**src/lmb_pkg.sv**
```systemverilog
// Purpose: constants, register map and font for the scan, blink and decode block
// Assumes: 125 MHz system clock, mux clock pin sampled as an asynchronous level
// Notes:   tick counts in mux-clock ticks, fail-safe count in system clocks
// Function
// - full refresh is the mux clock divided by 4000 (five digits) or 6400 (eight).
// - every digit gets an equal slot; 4 MHz mux clock gives 200 us per digit.
// - too slow a mux clock gets extra ticks, keeping about 75.5 kHz effective.
// - slow-clock detection works for internal and external mux clock alike.
// - at 4 MHz the slow blink is 0.5 Hz and the fast blink 1 Hz.
// - config write with sync bit clears the divider chain and restarts scanning.
// - that clearing happens on the chip-select rising edge ending the write.
// - decode-select register, one bit per digit, 1 selects hex decode.
// - decoded digit: D7 lights decimal point, D3-D0 pick the hex font.
// - raw digit: D7 drives decimal point, D6..D0 drive segments a..g.
// - blink on scans first plane then second plane; blink off scans first only.
// - one config bit picks fast or slow blink for the whole display.
// - low three bits of scan-limit register give the highest digit scanned.
package lmb_pkg;
  localparam int unsigned CLK_HZ       = 125000000;
  localparam int unsigned MUX_REF_HZ   = 4000000;   // reference mux clock rate
  localparam int unsigned SCAN_DIV_5   = 4000;
  localparam int unsigned SCAN_DIV_8   = 6400;
  localparam int unsigned DIGITS_5     = 5;
  localparam int unsigned DIGITS_8     = 8;
  localparam int unsigned SLOT_US      = 200;
  localparam int unsigned SLOT_TICKS   = SCAN_DIV_8 / DIGITS_8;  // equals SCAN_DIV_5 / DIGITS_5
  localparam int unsigned FAILSAFE_HZ  = 75500;
  // longest gap between ticks, rounded down
  localparam int unsigned FAILSAFE_CYC = CLK_HZ / FAILSAFE_HZ;
  localparam int unsigned BLINK_FAST_MS = 1000;    // 1 Hz period
  localparam int unsigned BLINK_SLOW_MS = 2000;    // 0.5 Hz period
  localparam int unsigned BLINK_FAST_HALF = (MUX_REF_HZ / 1000) * BLINK_FAST_MS / 2;
  localparam int unsigned BLINK_SLOW_HALF = (MUX_REF_HZ / 1000) * BLINK_SLOW_MS / 2;

  localparam int SLOT_W  = 10;
  localparam int BLINK_W = 23;
  localparam int FS_W    = 11;
  localparam logic [SLOT_W-1:0] SLOT_LAST = SLOT_W'(SLOT_TICKS - 1);
  localparam logic [FS_W-1:0]   FS_LAST   = FS_W'(FAILSAFE_CYC - 1);

  // register addresses
  localparam logic [7:0] ADDR_DECODE_SEL = 8'h01;
  localparam logic [7:0] ADDR_SCAN_LIMIT = 8'h03;
  localparam logic [7:0] ADDR_CONFIG     = 8'h04;
  localparam logic [2:0] DIGIT_P0        = 3'h1;  // addr[7:5] for first plane
  localparam logic [2:0] DIGIT_P1        = 3'h2;  // addr[7:5] for second plane
  localparam logic [2:0] DIGIT_BOTH      = 3'h3;  // addr[7:5] for both planes

  // configuration bits
  localparam int CFG_RUN   = 0;
  localparam int CFG_RATE  = 2;   // 1 selects fast blink
  localparam int CFG_BLINK = 3;
  localparam int CFG_SYNC  = 4;
  localparam int CFG_CLEAR = 5;

  localparam logic [7:0] DECODE_RST = 8'h00;
  localparam logic [2:0] LIMIT_RST  = 3'h7;
  localparam logic [7:0] CONFIG_RST = 8'h00;   // blanked after reset
  localparam int DP_BIT = 7;

  // hex font, segments {a,b,c,d,e,f,g}
  function automatic logic [6:0] lmb_hex_font(input logic [3:0] v);
    logic [6:0] f;
    f = 7'h00;
    unique case (v)
      4'h0: f = 7'h7e;
      4'h1: f = 7'h30;
      4'h2: f = 7'h6d;
      4'h3: f = 7'h79;
      4'h4: f = 7'h33;
      4'h5: f = 7'h5b;
      4'h6: f = 7'h5f;
      4'h7: f = 7'h70;
      4'h8: f = 7'h7f;
      4'h9: f = 7'h7b;
      4'ha: f = 7'h77;
      4'hb: f = 7'h1f;
      4'hc: f = 7'h4e;
      4'hd: f = 7'h3f;
      4'he: f = 7'h4f;
      4'hf: f = 7'h47;
    endcase
    return f;
  endfunction
endpackage

```
**src/lmb_scan_top.sv**
```systemverilog
// Purpose: mux-clock divider, fail-safe, digit scan, blink timing and segment decode
// Assumes: register writes arrive as one-cycle strobes from the serial front end
// Notes:   cs_rise is the synchronised chip-select rising edge, one cycle
module lmb_scan_top #(
  parameter int unsigned BLINK_FAST_HALF = lmb_pkg::BLINK_FAST_HALF,
  parameter int unsigned BLINK_SLOW_HALF = lmb_pkg::BLINK_SLOW_HALF
) (
  input  wire logic       clk,
  input  wire logic       resetn,
  input  wire logic       mux_clock_input,
  input  wire logic       wr_en,
  input  wire logic [7:0] wr_addr,
  input  wire logic [7:0] wr_data,
  input  wire logic       cs_rise,
  output logic      [7:0] digit_enable,
  output logic      [7:0] segment_out,
  output logic            blink_phase,
  output logic            failsafe_active
);
  logic       osc_s1_r, osc_s2_r, osc_s3_r, osc_lvl_r;
  logic       osc_edge, fs_fire, tick;
  logic [lmb_pkg::FS_W-1:0]    fs_cnt_r;
  logic [lmb_pkg::SLOT_W-1:0]  slot_cnt_r;
  logic [2:0] digit_r, digit_d_r;
  logic [lmb_pkg::BLINK_W-1:0] blink_cnt_r, half_sel;
  logic       phase_r, phase_due_r, sync_pend_r, sync_fire;
  logic       phase_d_r;  // phase aligned with the registered ram read
  logic       slot_end, scan_wrap, digit_valid_r, use_p1;
  logic [7:0] decode_sel_r, config_r, rd_p0, rd_p1, byte_sel, seg_nxt;
  logic [2:0] scan_limit_r;
  logic       wr_digit, we_p0, we_p1;

  // three-stage synchroniser; a level counts once the last two stages agree
  always_ff @(posedge clk or negedge resetn) begin
    if (!resetn) begin
      osc_s1_r  <= 1'b0;
      osc_s2_r  <= 1'b0;
      osc_s3_r  <= 1'b0;
      osc_lvl_r <= 1'b0;
    end else begin
      osc_s1_r <= mux_clock_input;
      osc_s2_r <= osc_s1_r;
      osc_s3_r <= osc_s2_r;
      if (osc_s2_r == osc_s3_r) osc_lvl_r <= osc_s3_r;
    end
  end
  assign osc_edge = (osc_s2_r == osc_s3_r) && osc_s3_r && !osc_lvl_r;

  // fail-safe watches every mux clock source the same way, so a stopped pin
  // still advances the scan and no digit is left on continuously
  assign fs_fire = !osc_edge && (fs_cnt_r == lmb_pkg::FS_LAST);
  assign tick    = osc_edge || fs_fire;
  always_ff @(posedge clk or negedge resetn) begin
    if (!resetn) begin
      fs_cnt_r        <= '0;
      failsafe_active <= 1'b0;
    end else begin
      fs_cnt_r <= tick ? '0 : fs_cnt_r + 1'b1;
      if (osc_edge) failsafe_active <= 1'b0;
      else if (fs_fire) failsafe_active <= 1'b1;
    end
  end

  // register writes; sync arms on the config write and fires on cs_rise
  assign wr_digit = wr_en && (wr_addr[4:3] == 2'b00);
  assign we_p0 = wr_digit && (wr_addr[7:5] == lmb_pkg::DIGIT_P0
                          || wr_addr[7:5] == lmb_pkg::DIGIT_BOTH);
  assign we_p1 = wr_digit && (wr_addr[7:5] == lmb_pkg::DIGIT_P1
                          || wr_addr[7:5] == lmb_pkg::DIGIT_BOTH);
  assign sync_fire = cs_rise && sync_pend_r;
  always_ff @(posedge clk or negedge resetn) begin
    if (!resetn) begin
      decode_sel_r <= lmb_pkg::DECODE_RST;
      scan_limit_r <= lmb_pkg::LIMIT_RST;
      config_r     <= lmb_pkg::CONFIG_RST;
      sync_pend_r  <= 1'b0;
    end else begin
      if (wr_en && wr_addr == lmb_pkg::ADDR_DECODE_SEL) decode_sel_r <= wr_data;
      if (wr_en && wr_addr == lmb_pkg::ADDR_SCAN_LIMIT) scan_limit_r <= wr_data[2:0];
      if (wr_en && wr_addr == lmb_pkg::ADDR_CONFIG) begin
        config_r    <= wr_data;
        sync_pend_r <= wr_data[lmb_pkg::CFG_SYNC];
      end else if (cs_rise) begin
        sync_pend_r <= 1'b0;
      end
    end
  end

  lmb_digit_ram u_ram (
    .clk      (clk),
    .resetn   (resetn),
    .clear    (cs_rise && config_r[lmb_pkg::CFG_CLEAR]),
    .we_p0    (we_p0),
    .we_p1    (we_p1),
    .waddr    (wr_addr[2:0]),
    .wdata    (wr_data),
    .raddr    (digit_r),
    .rdata_p0 (rd_p0),
    .rdata_p1 (rd_p1)
  );

  // digit slots: equal tick count per digit, ascending, wrap at the limit
  assign slot_end  = tick && (slot_cnt_r == lmb_pkg::SLOT_LAST);
  assign scan_wrap = slot_end && (digit_r >= scan_limit_r);
  always_ff @(posedge clk or negedge resetn) begin
    if (!resetn) begin
      slot_cnt_r <= '0;
      digit_r    <= 3'h0;
    end else if (sync_fire) begin
      slot_cnt_r <= '0;
      digit_r    <= 3'h0;
    end else if (tick) begin
      slot_cnt_r <= slot_end ? '0 : slot_cnt_r + 1'b1;
      if (slot_end) digit_r <= scan_wrap ? 3'h0 : digit_r + 3'h1;
    end
  end

  // blink divider; a finished half period waits for the scan boundary
  assign half_sel = config_r[lmb_pkg::CFG_RATE] ? lmb_pkg::BLINK_W'(BLINK_FAST_HALF - 1)
                                                : lmb_pkg::BLINK_W'(BLINK_SLOW_HALF - 1);
  always_ff @(posedge clk or negedge resetn) begin
    if (!resetn) begin
      blink_cnt_r <= '0;
      phase_due_r <= 1'b0;
      phase_r     <= 1'b0;
    end else if (sync_fire) begin
      blink_cnt_r <= '0;
      phase_due_r <= 1'b0;
      phase_r     <= 1'b0;
    end else begin
      if (tick) blink_cnt_r <= (blink_cnt_r >= half_sel) ? '0 : blink_cnt_r + 1'b1;
      if (scan_wrap) begin
        phase_r     <= phase_r ^ (phase_due_r || (tick && blink_cnt_r >= half_sel));
        phase_due_r <= 1'b0;
      end else if (tick && blink_cnt_r >= half_sel) begin
        phase_due_r <= 1'b1;
      end
    end
  end

  // output stage, aligned with the registered ram read; the delayed phase keeps
  // the last digit of a pass from showing one cycle of the next plane
  assign use_p1   = config_r[lmb_pkg::CFG_BLINK] && phase_d_r;
  assign byte_sel = use_p1 ? rd_p1 : rd_p0;
  always_comb begin
    if (decode_sel_r[digit_d_r])
      seg_nxt = {byte_sel[lmb_pkg::DP_BIT], lmb_pkg::lmb_hex_font(byte_sel[3:0])};
    else
      seg_nxt = byte_sel;
  end
  always_ff @(posedge clk or negedge resetn) begin
    if (!resetn) begin
      digit_d_r     <= 3'h0;
      phase_d_r     <= 1'b0;
      digit_valid_r <= 1'b0;
      digit_enable  <= 8'h00;
      segment_out   <= 8'h00;
      blink_phase   <= 1'b0;
    end else begin
      digit_d_r     <= digit_r;
      phase_d_r     <= phase_r;
      digit_valid_r <= 1'b1;
      blink_phase   <= phase_d_r;
      if (digit_valid_r && config_r[lmb_pkg::CFG_RUN]) begin
        digit_enable <= 8'h01 << digit_d_r;
        segment_out  <= seg_nxt;
      end else begin
        digit_enable <= 8'h00;
        segment_out  <= 8'h00;
      end
    end
  end

  // assertion helpers
  logic [lmb_pkg::FS_W:0] since_tick_r;
  always_ff @(posedge clk or negedge resetn) begin
    if (!resetn) since_tick_r <= '0;
    else since_tick_r <= tick ? '0 : since_tick_r + 1'b1;
  end
endmodule

```
**src/lmb_digit_ram.sv**
```systemverilog
// Purpose: two-plane digit data store, eight bytes per plane
// Assumes: one write per cycle, read data registered
// Notes:   clear wipes both planes in one cycle; it wins over a write
module lmb_digit_ram (
  input  wire logic       clk,
  input  wire logic       resetn,
  input  wire logic       clear,
  input  wire logic       we_p0,
  input  wire logic       we_p1,
  input  wire logic [2:0] waddr,
  input  wire logic [7:0] wdata,
  input  wire logic [2:0] raddr,
  output logic      [7:0] rdata_p0,
  output logic      [7:0] rdata_p1
);
  logic [7:0] plane0_r [8];
  logic [7:0] plane1_r [8];

  // storage; both planes read together so blink can pick either
  always_ff @(posedge clk or negedge resetn) begin
    if (!resetn) begin
      for (int i = 0; i < 8; i++) begin
        plane0_r[i] <= 8'h00;
        plane1_r[i] <= 8'h00;
      end
    end else if (clear) begin
      for (int i = 0; i < 8; i++) begin
        plane0_r[i] <= 8'h00;
        plane1_r[i] <= 8'h00;
      end
    end else begin
      if (we_p0) plane0_r[waddr] <= wdata;
      if (we_p1) plane1_r[waddr] <= wdata;
    end
  end

  // registered read port
  always_ff @(posedge clk or negedge resetn) begin
    if (!resetn) begin
      rdata_p0 <= 8'h00;
      rdata_p1 <= 8'h00;
    end else begin
      rdata_p0 <= plane0_r[raddr];
      rdata_p1 <= plane1_r[raddr];
    end
  end
endmodule

```
**config.mk**
```make
export PLATFORM = sky130hd
export DESIGN_NAME = lmb_scan_top
export DESIGN_NICKNAME = d
export VERILOG_FILES = /design/src/lmb_pkg.sv /design/src/lmb_scan_top.sv /design/src/lmb_digit_ram.sv
export SDC_FILE = /design/constraint.sdc
export NUM_CORES = 1
export LEC_CHECK = 0
export BUFFER_PORTS_ARGS = -buffer_cell sky130_fd_sc_hd__buf_2
export CAP_MARGIN = 40
export CORE_ASPECT_RATIO = 2
export CORE_MARGIN = 2
export CORE_UTILIZATION = 50
export CTS_CLUSTER_SIZE = 16
export DETAILED_ROUTE_END_ITERATION = 8
export HOLD_SLACK_MARGIN = 0.03
export PLACE_DENSITY = 0.75
export SYNTH_ARGS = -nofsm -noshare
export SYNTH_HDL_FRONTEND = slang
export SYNTH_SLANG_ARGS = --single-unit
```
**constraint.sdc**
```tcl
create_clock -name clk -period 3.2 [get_ports clk]
set_clock_uncertainty 0.15 [all_clocks]
set_input_delay 0.64 -clock clk [delete_from_list [all_inputs] [get_ports clk]]
set_output_delay 0.64 -clock clk [all_outputs]
set_load 0.02 [all_outputs]
```
==> reports/qor.yml, run 1 <==
run_status: "completed"
die_area_um2: 24000
synth_top_cell_by_area: "dfrtp_1"
hold_ws_ps: 92.5
syn_nets: 1077
dpl.hpwl_mm: 16.4
grt_max_degree: 78
ys_types: 61
seq_area_frac_synth: 0.521
wl_mm: 25.3
ios: 39
final_cell_mix: "dfrtp_1 (232), nor2_1 (135), nand2_1 (120)"
antennaDiodeCount: 0
postRouteAntennaNets: 0
rsz0062_at_grt: "false"
syn_to_final_growth_pct: 11.6
crit_end: "segment_out[5]$_DFF_PN0_"
max_slew_margin: 0.502
drtIter0Drc: 728
die_h_um: 217
yosysWarnings: 0
synth-seq-cells: 236
cts-htree-levels: 1
drive_gt1_frac: 0.172
crit_family: "multiplexers"
final_nets: 1098
final_area_um2: 12700
startpoint_type: "flop"
p_leak_nw: 6.47
crit_fanout: 10
final_common_cell: "dfrtp_1"
cts_made_buffers: 21
gp_congestion: 0.873
max_stage_delay_ps: 610
initial_core_util: 0.506
synth_area_um2: 11400
post-route-util: 0.564
min_from: "mux_clock_input"
finalMaxSlewViolations: 0
num_vias: 8031
synthFlopType: "dfrtp_1"
firstDrtPassIters: 5
powerDensity_nw_per_um2: 553
hold_viol: 0
tns_ps: 0
clock_path_buffers: 3
io_buffers: 38
syn-instance-count: 1034
clock_sinks: 236
crit_type: "reg -> reg"
vdd_drop_max_mv: 0.504
period_share: 0.864
crit_path_cell_trace: "nand2_1 > mux2i_1 > ha_1 > mux2_2 > a32oi_1 > nor2_1 > a311oi_1"
die_w_um: 111
grt_pass1_vias: 8398
ys_async_sr_fraction: 1.00
setup_slack_ps: 435
crit_cells: 7
antenna_found_initial: 0
core_area_um2: 22400
synth.area.top_cells: "dfrtp_1 (51%), mux2i_1 (8.6%), mux4_2 (6.7%), nor2_1 (4.5%), nand2_1 (4.0%)"
reg2reg_to: "segment_out[5]$_DFF_PN0_"
worstPathArrival_ps: 3030
path_buf_inv: 0
crit_path_start: "config_r[3]$_DFFE_PN0P_"
drcViolationCount: 0
holdCritPathClass: "in -> reg"
root_buffer: "clkbuf_16"
rr_startpoint: "config_r[3]$_DFFE_PN0P_"
synth_edf_count: 0
clk_latency_ps: 500
worst_setup_path_end_kind: "flop"
worst_pin_slew_ps: 726
viasPerCell: 5.95
yosysTopAreaCellShare: 0.514
place_area_um2: 11900
cts_tree: "yes"
required_ps: 3460
finalCriticalPeriod_ps: 2770
syn_area_per_cell_um2: 11.0
setup_viol: 0
drt-wirelength-per-cell_um: 18.7
path_clk_slew_ps: 70
rows: 78
fmax_ghz: 0.362
r2r_setup_slack_ps: 430
grt_pass1_wl_mm: 42.2
rr_worst_depth: 7
num-fill-cells: 1908
slowest_stage: "mux2i_1"
overflow: 0
grtUsageTotal: 0.215
cap_viol_max_count: 0
place_ws_ps: 449
==> per-layer routing <==
layer,up-vias,wire length (um),share of wire,global-route usage
met4,0,675,0.027,0.0763
li1,3695,-,-,-
met5,-,0,0,0
met2,239,12700,0.50,0.360
met1,4039,10600,0.42,0.287
met3,58,1260,0.050,0.0331
==> final cells by class <==
cell class                      count  area (um^2)  share of cell area
Multi-Input combinational cell    718         5130               0.405
Tap cell                          280          350              0.0277
Inverter                           18         67.6             0.00533
Clock buffer                       27          578              0.0456
Clock inverter                     11          209              0.0165
Timing Repair Buffer               60          418              0.0330
Sequential cell                   236         5910               0.467
==> power by group <==
part	internal, mW	total (mW)	switching, mW
clock network	1.77	2.88	1.11
logic	0.321	0.736	0.415
registers	3.22	3.39	0.170
==> worst min-delay path by stage <==
stage | end | depth (start not counted)
finish | osc_s1_r$_DFF_PN0_ | 1
detailed placement | osc_s2_r$_DFF_PN0_ | 0
CTS | osc_s1_r$_DFF_PN0_ | 1
global route | osc_s1_r$_DFF_PN0_ | 1
global placement | osc_s2_r$_DFF_PN0_ | 0
floorplan | osc_s2_r$_DFF_PN0_ | 0
==> registers in the layout, indices dropped and copies added (netlist names), 3 cells and up <==
register / flops
u_ram.plane1_r: 64
digit_d_r: 3
config_r: 4
u_ram.plane0_r: 64
digit_enable: 8
segment_out: 8
u_ram.rdata_p0: 8
decode_sel_r: 8
digit_r: 3
blink_cnt_r: 23
u_ram.rdata_p1: 8
slot_cnt_r: 10
scan_limit_r: 3
fs_cnt_r: 11
==> synth_stat cells, types with 2 or more instances <==
| library cell | count |
|---|---|
| a211oi_1 | 5 |
| a21o_1 | 5 |
| a21oi_1 | 52 |
| a22o_1 | 5 |
| a311oi_1 | 4 |
| a31oi_1 | 3 |
| and2_1 | 8 |
| and3_1 | 10 |
| and3b_1 | 2 |
| buf_1 | 6 |
| buf_2 | 2 |
| buf_6 | 2 |
| clkbuf_1 | 50 |
| clkbuf_2 | 2 |
| dfrtp_1 | 233 |
| dfstp_2 | 3 |
| ha_1 | 22 |
| inv_1 | 18 |
| mux2_2 | 35 |
| mux2i_1 | 98 |
| mux4_2 | 34 |
| nand2_1 | 120 |
| nand2b_1 | 7 |
| nand3_1 | 46 |
| nand4_1 | 12 |
| nor2_1 | 135 |
| nor3_1 | 12 |
| nor3b_1 | 4 |
| nor4_1 | 4 |
| nor4b_1 | 5 |
| o21ai_0 | 26 |
| o21ai_1 | 7 |
| o311ai_2 | 6 |
| o31ai_1 | 3 |
| or2_2 | 2 |
| or3_1 | 14 |
| xnor2_1 | 6 |
| xor2_1 | 3 |
==> cell families after synthesis <==
kind of cell	after synthesis	share of synthesized area
buffers and inverters	80	0.0282
adders and majority gates	22	0.0242
xor gates and xnor gates	9	0.00694
DFF	236	0.521
and+or+nand+nor	393	0.159
other	1	0.000330
muxes	167	0.189
AOI/OAI and AO/OA	126	0.0720
==> through the flow <==
stage | instances | total power [mW]
after floorplan | 1034 | 3.92
after global placement | 1311 | 4.12
after detailed placement | 1311 | 4.18
after CTS | 1350 | 7.05
after global routing | 1350 | 7.29
final | 1350 | 7.01
==> timing repair <==
| action | CTS | global route |
|---|---|---|
| resized for setup | 0 | 0 |
| hold buffers | 1 | 0 |
| endpoints found under the hold margin | 73 | 0 |
| setup buffers | 0 | 0 |
Note: power is estimated with default switching activity, not from simulation.
==> run 2, diff against run 1 <==
- SYNTH_HIERARCHICAL: not set -> 1
==> run 2 against run 1 <==
Utilization shrank 0.26 points. Global-route usage grew 0.83 points. Via count grew 3.4%. Count of clock-buffer cells in the layout grew 5. Critical endpoint is now blink_cnt_r[22]$_DFFE_PN0P_. Largest power group unchanged.
==> reports/qor.yml, run 2 <==
run_status: "completed"  # unchanged
powerDensity_nw_per_um2: 557  # was 553 nW/um^2
rr_startpoint: "config_r[2]$_DFFE_PN0P_"  # was config_r[3]$_DFFE_PN0P_
io_buffers: 38  # unchanged
period_share: 0.899  # was 0.864
required_ps: 3460  # about the same
root_buffer: "clkbuf_16"  # unchanged
die_area_um2: 24400  # was 24000 um^2
cts-htree-levels: 1  # unchanged
postRouteAntennaNets: 0  # unchanged
ys_async_sr_fraction: 1.00  # unchanged
firstDrtPassIters: 5  # unchanged
synth_common_cells: "dfrtp_1 (233), nand2_1 (209), a21oi_1 (94), nor2_1 (92), mux2i_1 (58)"  # was dfrtp_1 (233), nor2_1 (135), nand2_1 (120), mux2i_1 (98), a21oi_1 (52)
p_leak_nw: 5.90  # was 6.47 nW
drtIter0Drc: 687  # was 728
place_area_um2: 12000  # was 11900 um^2
cts_made_buffers: 22  # was 21
post-cts-setup-buffers: 0  # unchanged
reg2reg_to: "blink_cnt_r[22]$_DFFE_PN0P_"  # was segment_out[5]$_DFF_PN0_
syn_to_final_growth_pct: 10.4  # was 11.6%
synth.area.top_cells: "dfrtp_1 (50%), nand2_1 (6.8%), mux4_1 (5.7%), mux2i_1 (5.0%), a21oi_1 (4.1%)"  # was dfrtp_1 (51%), mux2i_1 (8.6%), mux4_2 (6.7%), nor2_1 (4.5%), nand2_1 (4.0%)
worst_pin_slew_ps: 818  # was 726 ps
grt_pass1_wl_mm: 43.5  # was 42.2 mm
top_regs: "u_ram/plane0_r (64), u_ram/plane1_r (64), blink_cnt_r (23)"  # was u_ram.plane0_r (64), u_ram.plane1_r (64), blink_cnt_r (23)
grtUsageTotal: 0.223  # was 0.215
p_comb_frac: 0.126  # was 0.105
vdd_drop_max_mv: 0.509  # was 0.504 mV
antenna_found_initial: 0  # unchanged
final_nets: 1139  # was 1098
worst_setup_path_end_kind: "flop"  # unchanged
switching_share: 0.268  # was 0.242
finalCriticalPeriod_ps: 2880  # was 2770 ps
seq_area_frac_synth: 0.511  # was 0.521
rr_worst_depth: 9  # was 7
min_path_cells: 1  # unchanged
grt_max_degree: 129  # was 78
yosysTopAreaCellShare: 0.504  # was 0.514
overflow: 0  # unchanged
viasPerCell: 5.96  # was 5.95
tns_ps: 0  # unchanged
clk_latency_ps: 520  # was 500 ps
synth-seq-cells: 236  # unchanged
setup_viol: 0  # unchanged
final_common_cell: "dfrtp_1"  # unchanged
grt_pass1_vias: 8428  # was 8398
rsz0062_at_grt: "false"  # unchanged
cts_tree: "yes"  # unchanged
drt-wirelength-per-cell_um: 19.3  # was 18.7 um
clockPowerShare: 0.374  # was 0.411
syn-instance-count: 1077  # was 1034
wl_mm: 26.9  # was 25.3 mm
power_frac_seq: 0.500  # was 0.484
finalMaxSlewViolations: 0  # unchanged
min_from: "mux_clock_input"  # unchanged
intPower_mw: 5.21  # was 5.31 mW
dpl.hpwl_mm: 18.2  # was 16.4 mm
die_w_um: 112  # was 111 um
synth_edf_count: 0  # unchanged
final_cell_mix: "dfrtp_1 (232), nand2_1 (209), a21oi_1 (94)"  # was dfrtp_1 (232), nor2_1 (135), nand2_1 (120)
drcViolationCount: 0  # unchanged
syn_area_per_cell_um2: 10.7  # was 11.0 um^2
holdCritPathClass: "in -> reg"  # unchanged
crit_fanout: 25  # was 10
ys_types: 73  # was 61
synth_area_um2: 11600  # was 11400 um^2
clock_sinks: 236  # unchanged
gp_congestion: 0.849  # was 0.873
worstPathArrival_ps: 3130  # was 3030 ps
hold_viol: 0  # unchanged
rows: 78  # unchanged
synth.most_common_cell: "dfrtp_1"  # unchanged
startpoint_type: "flop"  # unchanged
crit_type: "reg -> reg"  # unchanged
drive_gt1_frac: 0.145  # was 0.172
fmax_ghz: 0.348  # was 0.362 GHz
path_clk_slew_ps: 70  # about the same
core_area_um2: 22700  # was 22400 um^2
max_slew_margin: 0.453  # was 0.502
final_area_um2: 12800  # was 12700 um^2
die_h_um: 219  # was 217 um
synthFlopType: "dfrtp_1"  # unchanged
initial_core_util: 0.509  # was 0.506
clock_path_buffers: 3  # unchanged
cap_viol_max_count: 0  # unchanged
num_vias: 8301  # was 8031
syn_nets: 1120  # was 1077
p_switching_mw: 1.90  # was 1.70 mW
synth_top_cell_by_area: "dfrtp_1"  # unchanged
min_to: "osc_s1_r$_DFF_PN0_"  # unchanged
yosysWarnings: 6  # was 0
ios: 39  # unchanged
r2r_setup_slack_ps: 320  # was 430 ps
==> run 2: changes by cell type after synthesis, sizes merged, moves of 17 or more <==
| cell | change |
|---|---|
| nor2 | -43 |
| nand2 | +89 |
| buf | +20 |
| a21oi | +42 |
| mux2i | -40 |
| nand3 | -17 |
==> run 2: cells by family after synthesis <==
kind of cell,Yosys count,share of synthesized area
AND/OR/NAND/NOR,431,0.178
buffers and inverters,88,0.0368
XOR/XNOR,18,0.0136
multiplexers,124,0.156
adder cells (fa/ha/maj),22,0.0238
AO/OA/AOI/OAI,157,0.0805
other,1,0.000324
flip-flops,236,0.511
==> run 2: power by group through the flow <==
stage | clock (mW) | sequential (mW) | combinational (mW)
2_1_floorplan | 0 | 3.51 | 0.655
3_3_place_gp | 0 | 3.59 | 0.865
3_5_place_dp | 0 | 3.60 | 0.900
4_1_cts | 2.71 | 3.55 | 0.905
5_1_grt | 2.84 | 3.59 | 1.01
6_report | 2.66 | 3.56 | 0.898
==> run 2: layout make-up <==
| type | count | area, um^2 |
|---|---|---|
| fillers | 1892 | 9970 |
| flip-flops and latches | 236 | 5910 |
| multi-input cells | 753 | 5260 |
| clock buffers | 32 | 669 |
| repair buffers | 64 | 448 |
| well taps | 280 | 350 |
| inverters | 19 | 71.3 |
| clock inverters | 7 | 62.6 |
| diodes | 1 | 2.50 |
==> run 2: worst max-delay path by stage <==
| stage | endpoint | startpoint | slack, ps |
|---|---|---|---|
| after CTS | blink_cnt_r[22]$_DFFE_PN0P_ | config_r[2]$_DFFE_PN0P_ | 340 |
| after global placement | blink_cnt_r[22]$_DFFE_PN0P_ | config_r[2]$_DFFE_PN0P_ | 420 |
| final | blink_cnt_r[22]$_DFFE_PN0P_ | config_r[2]$_DFFE_PN0P_ | 320 |
| after global routing | segment_out[6]$_DFF_PN0_ | phase_d_r$_DFF_PN0_ | 200 |
| after floorplan | blink_cnt_r[22]$_DFFE_PN0P_ | config_r[2]$_DFFE_PN0P_ | 520 |
| after detailed placement | u_ram/plane1_r[47]$_DFFE_PN0P_ | wr_addr[3] | 360 |
==> run 2: worst max-delay path, stage by stage, from the launching register on <==
cell,delay (ps)
dfrtp_1,430
inv_1,110
ha_1,330
nand2_1,60
or4b_2,670
a311oi_2,300
or4_1,210
buf_12,170
nor2_1,80
a32o_1,260
==> run 2: per-layer routing <==
layer | share of wire | wire length, um | vias to the layer above | GRT usage
li1 | - | - | 3866 | -
met1 | 0.37 | 9870 | 4179 | 0.244
met2 | 0.55 | 14900 | 194 | 0.420
met3 | 0.037 | 990 | 62 | 0.0284
met4 | 0.043 | 1150 | 0 | 0.113
met5 | 0 | 0 | - | 0
==> run 2: timing repair <==
action | CTS | global route
hold buffers | 1 | 0
resized for setup | 0 | 0
hold endpoints to repair | 65 | 0
==> run 2: through the flow <==
| step | hold slack (ps) | power, mW | util | worst slack, ps | cells |
|---|---|---|---|---|---|
| floorplan | 181 | 4.17 | - | 517 | 1077 |
| global placement | 183 | 4.45 | 0.529 | 415 | 1351 |
| detailed placement | 201 | 4.50 | 0.529 | 359 | 1351 |
| CTS | 61.5 | 7.17 | 0.562 | 343 | 1391 |
| global route | 65.7 | 7.45 | 0.562 | 205 | 1391 |
| finish | 72.3 | 7.12 | 0.562 | 324 | 1392 |
==> run 3, diff against run 2 <==
- ABC_AREA: not set -> 1
- PLACE_DENSITY: 0.75 -> 0.66
==> run 3 against run 2 <==
Global-route usage grew 5.2 points. Utilization shrank 0.57 points. Fmax grew 21%. Clock power grew 6%. Count of clock-buffer cells in the layout grew 1. Combinational power shrank 12%. Sequential power shrank 5%. Critical path depth grew 1. Non-clock buffer count shrank 11. Hold slack lost 8.3 ps. Cell count grew 48%. Sequential share of layout area shrank 3.6 points. Critical endpoint is now segment_out[4]$_DFF_PN0_. Largest cell class unchanged.
==> reports/qor.yml, run 3 <==
die_area_um2: 26700  # was 24400 um^2
seq_area_frac_synth: 0.467  # was 0.511
crit_type: "reg -> reg"  # unchanged
crit_fanout: 12  # was 25
wl_mm: 35.4  # was 26.9 mm
synth_edf_count: 0  # unchanged
worst_pin_slew_ps: 835  # was 818 ps
required_ps: 3450  # was 3460 ps
root_buffer: "clkbuf_16"  # unchanged
syn-instance-count: 1679  # was 1077
grt_pass1_wl_mm: 55.7  # was 43.5 mm
ys_types: 50  # was 73
cap_viol_max_count: 0  # unchanged
startpoint_type: "flop"  # unchanged
crit_path_cell_trace: "nand2_1 > inv_2 > nand2_1 > nand2_1 > inv_1 > ha_1 > nor3_1 > a31oi_1 > o21ai_0 > nor2_1"  # was inv_1 > ha_1 > nand2_1 > or4b_2 > a311oi_2 > or4_1 > buf_12 > nor2_1 > a32o_1
rsz0062_at_grt: "false"  # unchanged
cts_made_buffers: 23  # was 22
die_h_um: 229  # was 219 um
postRouteAntennaNets: 0  # unchanged
slowest_stage: "dfrtp_1"  # was or4b_2
io_buffers: 38  # unchanged
layout.cells.non_filler: 2059  # was 1392
hold_ws_ps: 63.9  # was 72.3 ps
drt-wirelength-per-cell_um: 17.2  # was 19.3 um
max_stage_delay_ps: 390  # was 670 ps
yosysWarnings: 6  # unchanged
synthFlopType: "dfrtp_1"  # unchanged
final_nets: 1750  # was 1139
setup_viol: 0  # unchanged
syn_nets: 1722  # was 1120
finalMaxSlewViolations: 0  # unchanged
gp_congestion: 0.961  # was 0.849
rows: 82  # was 78
num_vias: 10600  # was 8301
tns_ps: 0  # unchanged
max_slew_margin: 0.443  # was 0.453
fmax_ghz: 0.422  # was 0.348 GHz
synth_common_cells: "nand2_1 (723), dfrtp_1 (233), inv_1 (197), nor2_1 (136), nand3_1 (89)"  # was dfrtp_1 (233), nand2_1 (209), a21oi_1 (94), nor2_1 (92), mux2i_1 (58)
clock_sinks: 236  # unchanged
dpl.hpwl_mm: 24.8  # was 18.2 mm
cts_tree: "yes"  # unchanged
ys_async_sr_fraction: 1.00  # unchanged
viasPerCell: 5.16  # was 5.96
finalCriticalPeriod_ps: 2370  # was 2880 ps
num-fill-cells: 2439  # was 1892
holdCritPathClass: "in -> reg"  # unchanged
powerDensity_nw_per_um2: 506  # was 557 nW/um^2
cts_hold_buf: 1  # unchanged
synth_top_cell_by_area: "dfrtp_1"  # unchanged
hold_viol: 0  # unchanged
drive_gt1_frac: 0.103  # was 0.145
die_w_um: 116  # was 112 um
worstPathArrival_ps: 2620  # was 3130 ps
synth.area.top_cells: "dfrtp_1 (46%), nand2_1 (21%), inv_1 (5.8%), nor2_1 (4.0%), nand3_1 (3.5%)"  # was dfrtp_1 (50%), nand2_1 (6.8%), mux4_1 (5.7%), mux2i_1 (5.0%), a21oi_1 (4.1%)
grtUsageTotal: 0.275  # was 0.223
synth-seq-cells: 236  # unchanged
drtIter0Drc: 829  # was 687
syn_to_final_growth_pct: 9.55  # was 10.4%
firstDrtPassIters: 6  # was 5
cts_resized: 0  # unchanged
setup_slack_ps: 829  # was 324 ps
grt_max_degree: 75  # was 129
overflow: 0  # unchanged
syn_area_per_cell_um2: 7.53  # was 10.7 um^2
synth.most_common_cell: "nand2_1"  # was dfrtp_1
top_regs: "u_ram/plane0_r (64), u_ram/plane1_r (64), blink_cnt_r (23)"  # unchanged
vdd_drop_max_mv: 0.320  # was 0.509 mV
clk_latency_ps: 530  # was 520 ps
antennaDiodeCount: 0  # was 1
antenna_found_initial: 0  # unchanged
drcViolationCount: 0  # unchanged
grt_pass1_vias: 10700  # was 8428
worst_setup_path_end_kind: "flop"  # unchanged
final_common_cell: "nand2_1"  # was dfrtp_1
place_ws_ps: 849  # was 359 ps
crit_top_cell: "nand2_1"
core_area_um2: 24900  # was 22700 um^2
run_status: "completed"  # unchanged
path_clk_slew_ps: 60  # was 70 ps
final_cell_mix: "nand2_1 (723), dfrtp_1 (232), inv_1 (197)"  # was dfrtp_1 (232), nand2_1 (209), a21oi_1 (94)
place_inst: 2017  # was 1351
cts-htree-levels: 1  # unchanged
post-cts-setup-buffers: 0  # unchanged
initial_core_util: 0.507  # was 0.509
yosysTopAreaCellShare: 0.461  # was 0.504
p_leak_nw: 7.61  # was 5.90 nW
period_share: 0.741  # was 0.899
clock_path_buffers: 3  # unchanged
synth_area_um2: 12700  # was 11600 um^2
ios: 39  # unchanged
run 3: final timing paths:
kind / startpoint / endpoint / slack, ps / cells after the start
max in group asynchronous: resetn / scan_limit_r[1]$_DFFE_PN1P_ / 1510 / 3
min in group asynchronous: resetn / fs_cnt_r[5]$_DFF_PN0_ / 520 / 2
setup / recovery: config_r[3]$_DFFE_PN0P_ / segment_out[4]$_DFF_PN0_ / 830 / 10
hold / removal: mux_clock_input / osc_s1_r$_DFF_PN0_ / 60 / 1
hold reg to reg: osc_s1_r$_DFF_PN0_ / osc_s2_r$_DFF_PN0_ / 200 / 0
setup reg to reg: config_r[3]$_DFFE_PN0P_ / segment_out[4]$_DFF_PN0_ / 830 / 10
run 3: area by class of cell:
type / count / area [um^2] / share of cell area
Clock inverter: 8 / 98.8 / 0.00713
Inverter: 210 / 798 / 0.0576
Tap cell: 336 / 420 / 0.0303
Sequential cell: 236 / 5910 / 0.426
Multi-Input combinational cell: 1183 / 5590 / 0.403
Timing Repair Buffer: 53 / 360 / 0.0260
Clock buffer: 33 / 683 / 0.0493
run 3: where the power goes:
part | total [mW] | switching (mW) | leakage (nW) | internal [mW]
Sequential | 3.39 | 0.165 | 3.20 | 3.23
Clock | 2.83 | 1.18 | 0.382 | 1.65
Combinational | 0.788 | 0.534 | 4.03 | 0.254
Total | 7.01 | 1.88 | 7.61 | 5.13
run 3: cells by family (layout without fill, tap and decap cells):
logic type                 after synthesis  in the layout  share of synthesized area
and+or+nand+nor                       1044           1044                      0.361
buffers and inverters                  260            304                     0.0924
DFF                                    236            236                      0.467
AOI/OAI and AO/OA                       96             96                     0.0427
adders and majority gates               22             22                     0.0218
xor gates and xnor gates                16             16                     0.0111
muxes                                    4              4                    0.00346
other                                    1              1                   0.000296
run 3: through the flow:
step	instance area (um^2)	util	power, mW
floorplan	12700	-	3.94
global placement	13100	0.524	4.19
detailed placement	13100	0.524	4.22
CTS	13900	0.556	7.06
global route	13900	0.556	7.32
finish	13900	0.556	7.01
run 3: layer usage:
layer,share of wire,global-route usage,vias up
met1,0.34,0.280,5003
met5,0,0,-
met3,0.035,0.0300,130
li1,-,-,5186
met2,0.55,0.507,299
met4,0.076,0.186,0
run 3: critical path: cells and delay by family, from the launching register on:
family,cells,cell delay [ps]
simple gates,5,920
fa+ha+maj,1,230
compound gates,2,230
buf+inv,2,330
flops,1,390
